--- config.mk ---
export PLATFORM = sky130hd
export DESIGN_NAME = rsc_reset_ctrl
export DESIGN_NICKNAME = d
export VERILOG_FILES = /design/src/core/rsc_pkg.sv /design/src/core/rsc_watchdog_div.sv /design/src/core/rsc_reset_ctrl.sv
export SDC_FILE = /design/constraint.sdc
export NUM_CORES = 1
export LEC_CHECK = 0
export BUFFER_PORTS_ARGS = -buffer_cell sky130_fd_sc_hd__buf_2
export CAP_MARGIN = 20
export CORE_MARGIN = 2
export CORE_UTILIZATION = 51
export DETAILED_ROUTE_END_ITERATION = 10
export PLACE_DENSITY = 0.75
export SETUP_SLACK_MARGIN = 0.02
export SYNTH_ARGS = -nofsm -noshare
export SYNTH_HDL_FRONTEND = slang
export SYNTH_SLANG_ARGS = --single-unit
--- constraint.sdc ---
create_clock -name clk_in -period 2 [get_ports clk_in]
set_input_delay 0.1 -clock clk_in [delete_from_list [all_inputs] [get_ports clk_in]]
set_output_delay 0.1 -clock clk_in [all_outputs]
set_load 0.03 [all_outputs]
--- src/core/rsc_pkg.sv ---
// Package: register map, field positions, cause codes and timing of the reset source controller
package rsc_pkg;
	localparam logic [7:0] RSC_REG_ADDR = 8'hef;
	localparam int RSC_BIT_PIN = 0;
	localparam int RSC_BIT_POWER = 1;
	localparam int RSC_BIT_MISSCLK = 2;
	localparam int RSC_BIT_WDOG = 3;
	localparam int RSC_BIT_SOFT = 4;
	localparam int RSC_BIT_COMP = 5;
	localparam int RSC_BIT_FLASH = 6;
	localparam int RSC_BIT_USB = 7;
	localparam logic [7:0] RSC_REG_RESET = 8'h02;
	localparam logic [7:0] RSC_ENABLE_RESET = 8'h00;
	localparam int RSC_WDOG_DIV = 12;
	localparam int RSC_WDOG_DIV_W = 4;
	localparam int RSC_CLK_MHZ = 100;
	localparam int RSC_MCD_TIMEOUT_NS = 1000;
	localparam int RSC_MCD_CYCLES = (RSC_MCD_TIMEOUT_NS * RSC_CLK_MHZ) / 1000;
	localparam int RSC_HOLD_CYCLES = 4;
	localparam int RSC_WDOG_W = 16;

	typedef enum logic [2:0] {
		RSC_ST_POWERUP,
		RSC_ST_HOLD,
		RSC_ST_RUN
	} rsc_state_e;

	// Special function register access from the processor
	typedef struct packed {
		logic wr;
		logic rd;
		logic [7:0] addr;
		logic [7:0] wdata;
	} rsc_sfr_req_s;

	// Flash error conditions, one line per cause
	typedef struct packed {
		logic prog_above_user;
		logic const_read_above_user;
		logic branch_above_user;
		logic security_block;
		logic write_without_monitor;
	} rsc_flash_err_s;

	// Asynchronous reset sources from the analog side and pins
	typedef struct packed {
		logic pin_rst_n;
		logic comp_noninv_low;
		logic supply_low;
		logic monitor_enabled;
		logic monitor_stable;
		logic vbus_level;
	} rsc_async_s;
endpackage

--- src/core/rsc_watchdog_div.sv ---
// Divide-by-twelve watchdog count enable and overflow tracker
`timescale 1ns/1ps
module rsc_watchdog_div #(
	parameter int WIDTH = rsc_pkg::RSC_WDOG_W
) (
	input wire logic clk_in,
	input wire logic sys_rst_in,
	input wire logic enable_in,
	input wire logic service_in,
	input wire logic [WIDTH-1:0] limit_in,
	output logic tick_out,
	output logic overflow_out
);
	import rsc_pkg::*;

	logic [RSC_WDOG_DIV_W-1:0] div_q;
	logic [WIDTH-1:0] count_q;
	logic div_wrap;

	initial begin
		if (WIDTH < 2) $error("rsc_watchdog_div: WIDTH too small");
	end

	assign div_wrap = (div_q == RSC_WDOG_DIV_W'(RSC_WDOG_DIV - 1));

	// System clock divided by twelve
	always_ff @(posedge clk_in) begin
		if (sys_rst_in) begin
			div_q <= '0;
			tick_out <= 1'b0;
		end else begin
			div_q <= div_wrap ? '0 : div_q + 1'b1;
			tick_out <= div_wrap;
		end
	end

	// Count ticks until serviced; overflow is a one-cycle pulse
	always_ff @(posedge clk_in) begin
		if (sys_rst_in || service_in || !enable_in) begin
			count_q <= '0;
			overflow_out <= 1'b0;
		end else if (tick_out) begin
			count_q <= (count_q == limit_in) ? '0 : count_q + 1'b1;
			overflow_out <= (count_q == limit_in);
		end else begin
			overflow_out <= 1'b0;
		end
	end
endmodule

--- src/core/rsc_reset_ctrl.sv ---
// Reset source controller: combines reset sources, holds enables and cause flags
//
// Notes on behaviour
// - Watchdog comes up enabled after every reset, counting at system clock over 12.
// - Unserviced watchdog overflow resets the system; bit 3 then reads 1.
// - Flash access above user space by programmer, constant read or branch resets.
// - Security-blocked flash access or write without supply monitor also resets.
// - After a flash-error reset, read-only bit 6 reads 1.
// - Writing 1 to bit 4 forces reset; bit 4 then reads 1.
// - Bit 7 enables USB source; bus reset or VBUS edge then resets.
// - After a USB-caused reset, bit 7 reads 1.
// - Internal resets never drive the external reset pin.
// - Bit 5 enables comparator reset; reads 1 when comparator caused reset.
// - Bit 2 enables missing-clock detector; reads 1 after its timeout reset.
// - Bit 1 enables supply-monitor source; reads 1 after power-on or monitor reset.
// - Enabling monitor source before monitor is stable causes immediate reset.
// - Bit 0 reads 1 when the external pin caused the last reset.
// - Register decoded at address 0xef on every register page.
// - Low pin level holds reset; pin flag set when that reset ends.
// - Enabled detector resets if system clock stalls longer than timeout.
// - Enabled comparator holds reset while noninverting input is below inverting.
`timescale 1ns/1ps
module rsc_reset_ctrl #(
	parameter int MCD_CYCLES = rsc_pkg::RSC_MCD_CYCLES,
	parameter int HOLD_CYCLES = rsc_pkg::RSC_HOLD_CYCLES,
	parameter int WDOG_W = rsc_pkg::RSC_WDOG_W
) (
	input wire logic clk_in,
	input wire logic rstn_in,
	input rsc_pkg::rsc_sfr_req_s sfr_in,
	input rsc_pkg::rsc_flash_err_s flash_err_in,
	input rsc_pkg::rsc_async_s async_in,
	input wire logic clk_stall_in,
	input wire logic usb_enabled_in,
	input wire logic usb_bus_reset_in,
	input wire logic wdog_service_in,
	input wire logic wdog_disable_in,
	input wire logic [WDOG_W-1:0] wdog_limit_in,
	output logic [7:0] sfr_rdata_out,
	output logic sys_rst_out,
	output logic wdog_enabled_out,
	output logic wdog_tick_out,
	output logic pin_rst_oe_out
);
	import rsc_pkg::*;

	// Idle levels for the synchroniser, so no source looks active just after reset
	localparam rsc_async_s SYNC_IDLE = '{pin_rst_n: 1'b1, comp_noninv_low: 1'b0, supply_low: 1'b0,
		monitor_enabled: 1'b1, monitor_stable: 1'b1, vbus_level: 1'b0};

	rsc_state_e state_q, state_d;
	rsc_async_s sync1_q, sync2_q;
	logic [7:0] enable_q, enable_d;
	logic [7:0] cause_q, cause_d;
	logic [7:0] pend_q, pend_d;
	logic [7:0] hold_cnt_q;
	logic [15:0] stall_cnt_q;
	logic vbus_prev_q;
	logic wdog_off_q;
	logic wdog_tick;
	logic wdog_ovf;
	logic in_reset;
	logic reg_hit;
	logic reg_wr;
	logic [7:0] trig;
	logic [7:0] reg_read;
	logic hold_done;
	logic any_trig;
	logic flash_fault;
	logic vbus_edge;
	logic stall_timeout;

	initial begin
		if (MCD_CYCLES < 1 || MCD_CYCLES > 65535) $error("rsc_reset_ctrl: MCD_CYCLES out of range");
		if (HOLD_CYCLES < 1 || HOLD_CYCLES > 255) $error("rsc_reset_ctrl: HOLD_CYCLES out of range");
	end

	// Two-stage synchroniser for pin and analog inputs
	always_ff @(posedge clk_in or negedge rstn_in) begin
		if (!rstn_in) begin
			sync1_q <= SYNC_IDLE;
			sync2_q <= SYNC_IDLE;
		end else begin
			sync1_q <= async_in;
			sync2_q <= sync1_q;
		end
	end

	// Register decode, same on every page
	assign reg_hit = (sfr_in.addr == RSC_REG_ADDR);
	assign reg_wr = sfr_in.wr && reg_hit && !in_reset;
	assign in_reset = (state_q != RSC_ST_RUN);

	// Flash error causes
	assign flash_fault = flash_err_in.prog_above_user || flash_err_in.const_read_above_user
		|| flash_err_in.branch_above_user
		|| flash_err_in.security_block || flash_err_in.write_without_monitor;

	assign vbus_edge = sync2_q.vbus_level ^ vbus_prev_q;
	assign stall_timeout = (stall_cnt_q == 16'(MCD_CYCLES));

	// Per-source trigger vector in register bit order
	assign trig[RSC_BIT_PIN] = !sync2_q.pin_rst_n;
	assign trig[RSC_BIT_POWER] = enable_q[RSC_BIT_POWER]
		&& (sync2_q.supply_low || !sync2_q.monitor_enabled || !sync2_q.monitor_stable);
	assign trig[RSC_BIT_MISSCLK] = enable_q[RSC_BIT_MISSCLK] && stall_timeout;
	assign trig[RSC_BIT_WDOG] = wdog_ovf;
	assign trig[RSC_BIT_SOFT] = reg_wr && sfr_in.wdata[RSC_BIT_SOFT];
	assign trig[RSC_BIT_COMP] = enable_q[RSC_BIT_COMP] && sync2_q.comp_noninv_low;
	assign trig[RSC_BIT_FLASH] = flash_fault;
	assign trig[RSC_BIT_USB] = enable_q[RSC_BIT_USB]
		&& ((usb_enabled_in && usb_bus_reset_in) || vbus_edge);
	assign any_trig = |trig;
	assign hold_done = (hold_cnt_q == 8'(HOLD_CYCLES));

	// Sequencer: power-up, hold while any source active, then run
	always_comb begin
		state_d = state_q;
		pend_d = pend_q;
		cause_d = cause_q;
		enable_d = enable_q;
		case (state_q)
			RSC_ST_POWERUP: begin
				pend_d = 8'h00;
				if (hold_done) begin
					state_d = RSC_ST_RUN;
					cause_d = RSC_REG_RESET;
					enable_d = RSC_ENABLE_RESET;
				end
			end
			RSC_ST_HOLD: begin
				pend_d = pend_q | trig;
				if (hold_done && !any_trig) begin
					state_d = RSC_ST_RUN;
					// Lowest-numbered pending source wins, but a pending supply-monitor source beats the pin, so one flag reads 1
					cause_d = pend_q & (~pend_q + 8'h01);
					if (pend_q[RSC_BIT_POWER]) cause_d = RSC_REG_RESET;
					enable_d = RSC_ENABLE_RESET;
				end
			end
			default: begin
				if (any_trig) begin
					state_d = RSC_ST_HOLD;
					pend_d = trig;
				end else if (reg_wr) begin
					// Writable enables only; read-only flags ignored
					enable_d[RSC_BIT_USB] = sfr_in.wdata[RSC_BIT_USB];
					enable_d[RSC_BIT_COMP] = sfr_in.wdata[RSC_BIT_COMP];
					enable_d[RSC_BIT_MISSCLK] = sfr_in.wdata[RSC_BIT_MISSCLK];
					enable_d[RSC_BIT_POWER] = sfr_in.wdata[RSC_BIT_POWER];
				end
			end
		endcase
	end

	// Read value: cause flags ORed with the enables written since reset
	assign reg_read = cause_q | enable_q;

	// Sequencer state, flags and enables
	always_ff @(posedge clk_in or negedge rstn_in) begin
		if (!rstn_in) begin
			state_q <= RSC_ST_POWERUP;
			pend_q <= 8'h00;
			cause_q <= RSC_REG_RESET;
			enable_q <= RSC_ENABLE_RESET;
		end else begin
			state_q <= state_d;
			pend_q <= pend_d;
			cause_q <= cause_d;
			enable_q <= enable_d;
		end
	end

	// Reset hold counter restarts whenever a source is active during hold, and stays clear in run
	always_ff @(posedge clk_in or negedge rstn_in) begin
		if (!rstn_in) begin
			hold_cnt_q <= 8'h00;
		end else if (state_q == RSC_ST_RUN || (state_q == RSC_ST_HOLD && any_trig)) begin
			hold_cnt_q <= 8'h00;
		end else if (!hold_done) begin
			hold_cnt_q <= hold_cnt_q + 8'h01;
		end
	end

	// Missing-clock counter on the stall indication
	always_ff @(posedge clk_in or negedge rstn_in) begin
		if (!rstn_in) begin
			stall_cnt_q <= 16'h0000;
		end else if (!clk_stall_in || !enable_q[RSC_BIT_MISSCLK]) begin
			stall_cnt_q <= 16'h0000;
		end else if (!stall_timeout) begin
			stall_cnt_q <= stall_cnt_q + 16'h0001;
		end
	end

	// VBUS history and watchdog enable; watchdog re-enabled by every reset
	always_ff @(posedge clk_in or negedge rstn_in) begin
		if (!rstn_in) begin
			vbus_prev_q <= 1'b0;
			wdog_off_q <= 1'b0;
		end else begin
			vbus_prev_q <= sync2_q.vbus_level;
			wdog_off_q <= in_reset ? 1'b0 : (wdog_off_q | wdog_disable_in);
		end
	end

	// Registered outputs; pin output enable never set by internal resets
	always_ff @(posedge clk_in or negedge rstn_in) begin
		if (!rstn_in) begin
			sfr_rdata_out <= 8'h00;
			sys_rst_out <= 1'b1;
			wdog_enabled_out <= 1'b1;
			wdog_tick_out <= 1'b0;
			pin_rst_oe_out <= 1'b0;
		end else begin
			sfr_rdata_out <= (sfr_in.rd && reg_hit) ? reg_read : 8'h00;
			sys_rst_out <= (state_d != RSC_ST_RUN);
			wdog_enabled_out <= !wdog_off_q;
			wdog_tick_out <= wdog_tick;
			pin_rst_oe_out <= 1'b0;
		end
	end

	rsc_watchdog_div #(
		.WIDTH(WDOG_W)
	) u_wdog (
		.clk_in(clk_in),
		.sys_rst_in(in_reset),
		.enable_in(!wdog_off_q),
		.service_in(wdog_service_in),
		.limit_in(wdog_limit_in),
		.tick_out(wdog_tick),
		.overflow_out(wdog_ovf)
	);
endmodule

Word-level counts from Yosys, hierarchy flattened
Index checks and enable logic that the tools add are counted.
- logic and storage cells: 125
- output and inout port bits: 12
- bits of input ports: 52
- register bits after elaboration: 98
- multiplexer cells: 31
- equality and inequality tests: 14
- bitwise operators: 7
- $add $sub $neg: 5
- reductions and logical operators: 39
- operators with widths (kind ; count):
    $mux 8 ; 9
    $mux 16 ; 3
    $add 16x1->16 const B ; 2
    $pmux 8 s2 ; 2
    $add 8x1->8 const B ; 2
    $eq 16x16->1 ; 1
    $eq 16x7->1 const B ; 1
    $or 8x8->8 ; 2
    $logic_and 1x1->1 ; 11
    $logic_or 1x1->1 ; 11
    $mux 3 ; 3
    $and 8x8->8 ; 1
    $eq 8x3->1 const B ; 1
    $eq 8x8->1 const B ; 1
    $logic_not 1->1 ; 8
    $not 8->8 ; 1
    $pmux 1 s2 ; 4
    $pmux 2 s2 ; 2
    $reduce_or 8->1 ; 1
    $ne 3x2->1 const B ; 2
    $pmux 3 s2 ; 1
    $reduce_bool 3->1 ; 2
    $mux 1 ; 5
    $add 4x1->4 const B ; 1
    other kinds (15) ; 19

Logic depth before layout (Yosys ltp)
- depth in word-level cells: 10
- depth in mapped cells: 8
- mapped depth without buffers: 7

Modules after synthesis
From an unflattened synthesis, not the netlist that was laid out.
- cells, all modules: 419
- area total of the unflattened synthesis: 4331.7 µm²
- by module, submodules not included (module ; times used ; seq. area each (µm²) ; cells an instance ; area each (µm²)):
    rsc_reset_ctrl ; 1 ; 1813.0 ; 291 ; 3184.3
    rsc_watchdog_div ; 1 ; 440.4 ; 128 ; 1147.4

Least setup slack after synthesis
Ideal clock, no wire load.
- kind: input to register
- start: in flash_err_in[4] in the netlist's numbering
- end: reg cause_q[7]
- data arrival time: 1.891 ns
- stages on the path: 6
- data required time: 1.868 ns
- path slack: -0.023 ns
- path buffers: 1
- setup time: 0.132 ns
- cells stage by stage: or4_4 > a211o_1 > or4_1 > buf_6 > o31ai_4 > a22oi_1
- cells in the longest elaborated chain, start to end: 9
- RTL lines (element ; RTL line ; source):
    start: declaration ; rsc_reset_ctrl.sv:31 ; input rsc_pkg::rsc_flash_err_s flash_err_in,
    $logic_or 1x1->1 ; rsc_reset_ctrl.sv:95 ; assign flash_fault = flash_err_in.prog_above_user || flash_err_in.const_read_above_user
    $logic_or 1x1->1 ; rsc_reset_ctrl.sv:96 ; || flash_err_in.branch_above_user
    $logic_or 1x1->1 (2 in a row) ; rsc_reset_ctrl.sv:97 ; || flash_err_in.security_block || flash_err_in.write_without_monitor;
    $reduce_or 8->1 ; rsc_reset_ctrl.sv:113 ; assign any_trig = |trig;
    $logic_not 1->1 ; rsc_reset_ctrl.sv:133 ; if (hold_done && !any_trig) begin
    $logic_and 1x1->1 ; rsc_reset_ctrl.sv:133 ;
    $ne 2x2->1 (no source line) ; -- ;
    $reduce_and 3->1 (no source line) ; -- ;
    end signal: assignment ; rsc_reset_ctrl.sv:169 ; cause_q <= cause_d;
    end: declaration ; rsc_reset_ctrl.sv:54 ; logic [7:0] cause_q, cause_d;
Every way passes these cells.
A chain may end at the register's enable or synchronous reset.

Worst setup path in the final report
- start: reg stall_cnt_q[1]
- end: reg cause_q[1]
- cells in the longest elaborated chain, start to end: 7
- RTL lines (element ; RTL line ; source):
    start: declaration ; rsc_reset_ctrl.sv:57 ; logic [15:0] stall_cnt_q;
    start signal: assignment ; rsc_reset_ctrl.sv:192 ; stall_cnt_q <= stall_cnt_q + 16'h0001;
    $eq 16x7->1 ; rsc_reset_ctrl.sv:100 ; assign stall_timeout = (stall_cnt_q == 16'(MCD_CYCLES));
    $logic_and 1x1->1 ; rsc_reset_ctrl.sv:106 ; assign trig[RSC_BIT_MISSCLK] = enable_q[RSC_BIT_MISSCLK] && stall_timeout;
    $reduce_or 8->1 ; rsc_reset_ctrl.sv:113 ;
    $logic_not 1->1 ; rsc_reset_ctrl.sv:133 ;
    $logic_and 1x1->1 ; rsc_reset_ctrl.sv:133 ;
    $ne 2x2->1 (no source line) ; -- ;
    $reduce_and 3->1 (no source line) ; -- ;
Every way passes these cells.

==> out/results.txt <==
RSZ-0062 raised after global routing -> true
Total GRT Usage -> 22.9%
met3 Track Usage GR -> 3.64%
Worst Path Required -> 2.28 ns
synthesized instance count -> 422
synth unique cells -> 52
Rel. slew slack -> 66.6%
number of flops mapped to enable cells by yosys -> 0
post-synthesis register bit count -> 94
maximum number of pins on one net before global-route repair -> 53
final worst slack -> -0.0367 ns
DRT antenna net count -> 0
grt met2 use -> 36.4%
CTS tree -> built
crit-path max FO -> 6
worst-skew pair later-pin latency -> 0.36 ns
grt peak-use layer -> met2
clk slew on worst S/H paths -> 0.09 ns
reg2reg path depth -> 8
Post-synth ARST share -> 76.6%
hold path cells -> 2
Synth top cells by count -> dfrtp_1 (63), nor2_1 (53), xor2_1 (33)
crit path launch type -> flop
core area -> 8130 µm²
top-count cell post-synth -> dfrtp_1
synth warn -> 0
Worst Hold Class -> input pin to flop
Die Height -> 95.4 µm
DR iter-0 viols -> 209
leading register cell type out of synthesis -> dfrtp_1
Area after DPL -> 4910 µm²
first-pass GRT wire length -> 16100 µm
status -> complete, but fails checks
final worst-path cycle share -> 102%
MaxCap Viol Count -> 0
fin area -> 5350 µm²
fin crit period -> 2.04 ns
worst setup path category -> flop to flop
Die ar. -> 9100 µm²
hold slack -> 0.0217 ns
Worst-Margin Slew -> 0.499 ns
min-delay src -> sfr_in[16]
dpl ws -> -0.201 ns
filler cell count -> 656
Cell Rows -> 33
maximum vdd ir drop -> 0.000293 V
vias per inst -> 5.45
I/O pin count -> 64
Die W -> 95.4 µm
R2R Path Start -> stall_cnt_q[1]$_DFFE_PN0P_
leakage -> 2.33 nW
average size of a mapped cell -> 10.1 µm²
WL per Instance -> 14.8 µm
clk sink count -> 94
WL final -> 9500 µm
Synth top area share -> 37.0%
Synthesized Nets -> 480
Clock Path Buffers -> 2
Slew Viols, Final -> 0
pwr dens -> 624 nW/µm²
Final Wtd Congestion -> 0.909
# setup viols final -> 5
CP endpoint kind -> flop
FF-to-FF End -> cause_q[1]$_DFFE_PN1P_
antenna diode count -> 0
worst clock skew -> 0.00813 ns
register area share after synthesis -> 52.9%
Initial DRT Pass Iterations -> 4
layout cell share with drive strength beyond 1 -> 26.6%
Yosys top cell by area -> dfrtp_1
initial antenna violation count -> 0
maximum achievable frequency -> 0.491 GHz
clock tree root driver cell -> clkbuf_8
vias in the first global route -> 3471
Remaining DRCs -> 0
r2r setup slk -> -0.04 ns
Final Hold Vio Count -> 0
Initial Utilization -> 52.3%
Critical Path AT -> 2.32 ns
failing checks -> negative setup slack
Hold Crit Endpoint -> sfr_rdata_out[3]$_DFF_PN0_
met1 global-route usage -> 31.3%
HPWL Detailed -> 6970 µm
detailed-route via count -> 3496
Synth area leaders -> dfrtp_1 (37%), dfxtp_1 (10%), xor2_1 (6.8%)
mapped cell area -> 4260 µm²
final net count -> 590
H-tree depth -> 3
Num CTS Buffers -> 9
GRT Residual Overflow -> 0
P&R area growth vs syn -> 25.7%
# port buffers -> 59
-- layout make-up --
cell class | count | area, µm² | share of cell area (%)
sequential | 94 | 2250 | 42.1
tap | 105 | 131 | 2.46
clock buffer | 11 | 163 | 3.04
timing repair buffer | 108 | 717 | 13.4
inverter | 18 | 67.6 | 1.26
clock inverter | 5 | 38.8 | 0.725
multi-input combinational | 301 | 1980 | 37.0
-- critical path, stage by stage, from the launching register on --
cell	delay (ns)
dfrtp_1	0.38
inv_2	0.06
ha_4	0.15
and4b_1	0.17
and4_4	0.19
nor4_4	0.37
buf_4	0.20
nand2_2	0.10
o32a_1	0.35
-- routing by layer --
| metal | wire (µm) | part of all wire [%] |
|---|---|---|
| met1 | 4320 | 45 |
| met2 | 4610 | 49 |
| met3 | 416 | 4.4 |
| met4 | 155 | 1.6 |
| met5 | 0 | 0 |
-- flip-flops by register name, summed over array words and instances, names as in the netlist --
| register | flops |
|---|---|
| sfr_rdata_out | 8 |
| enable_q | 4 |
| cause_q | 8 |
| stall_cnt_q | 16 |
| sync1_q | 6 |
| u_wdog.overflow_out | 1 |
| u_wdog.tick_out | 1 |
| sync2_q | 6 |
| sys_rst_out | 1 |
| wdog_enabled_out | 1 |
| wdog_off_q | 1 |
| vbus_prev_q | 1 |
| u_wdog.count_q | 16 |
| state_q | 3 |
| wdog_tick_out | 1 |
| hold_cnt_q | 8 |
| u_wdog.div_q | 4 |
| pend_q | 8 |
-- cell families after synthesis --
family                     synth area share [%]
and+or+nand+nor                            22.4
DFF                                        52.9
AOI/OAI and AO/OA                          9.46
xor gates and xnor gates                   10.1
buffers and inverters                      2.82
adders and majority gates                  1.76
muxes                                     0.470
other                                    0.0881
-- through the flow --
stage	total power, mW	util [%]	cells	TNS (ns)
floorplan	2.01	-	422	-0.00454
detailed placement	2.11	60.3	611	-3.71
finish	3.34	65.8	642	-0.103
CTS	3.35	64.9	641	-0.0358
global route	3.47	65.8	642	-0.622
global placement	2.11	60.3	611	-1.91
-- what timing repair did --
item                                    CTS  global route
hold endpoints to repair                 27             0
buffers inserted                          2             1
gates cloned                              0             0
endpoints found under the setup margin   30            25
hold buffers                             12             0
gates resized for setup                  11            14
pin swaps                                 8             4
-- how the worst max path moves through the flow --
stage | start | endpoint
after floorplan | stall_cnt_q[0]$_DFFE_PN0P_ | cause_q[7]$_DFFE_PN0P_
after global placement | flash_err_in[4] | cause_q[1]$_DFFE_PN1P_
after detailed placement | flash_err_in[4] | pend_q[5]$_DFFE_PN0P_
after CTS | stall_cnt_q[0]$_DFFE_PN0P_ | cause_q[4]$_DFFE_PN0P_
after global routing | sync2_q[2]$_DFF_PN1_ | cause_q[4]$_DFFE_PN0P_
final | stall_cnt_q[1]$_DFFE_PN0P_ | cause_q[1]$_DFFE_PN1P_
-- where the power goes --
group,leakage [nW],total [mW],switching (mW),internal [mW]
clock,0.101,1.23,0.665,0.568
combinational,1.17,0.179,0.0903,0.0890
sequential,1.07,1.92,0.00841,1.92
-- cells in the final DEF, fill, tap and decap left out, types with 5 or more instances in the layout --
master	synthesis	layout
dlygate4sd3_1	0	12
xor2_1	33	33
o21ai_0	16	13
and3_1	8	8
nor3_1	17	17
buf_4	1	34
ha_1	6	5
nor2_1	53	53
nand3b_1	5	5
buf_2	0	59
dfrtp_1	63	63
dfxtp_1	22	22
nand3_1	17	16
nand2_1	26	25
nand4_1	15	15
clkbuf_8	0	10
inv_1	18	16
dfstp_2	9	9
xnor2_1	16	16
and4_1	9	8
a21oi_1	22	20
Power figures use the tool's default switching activity.
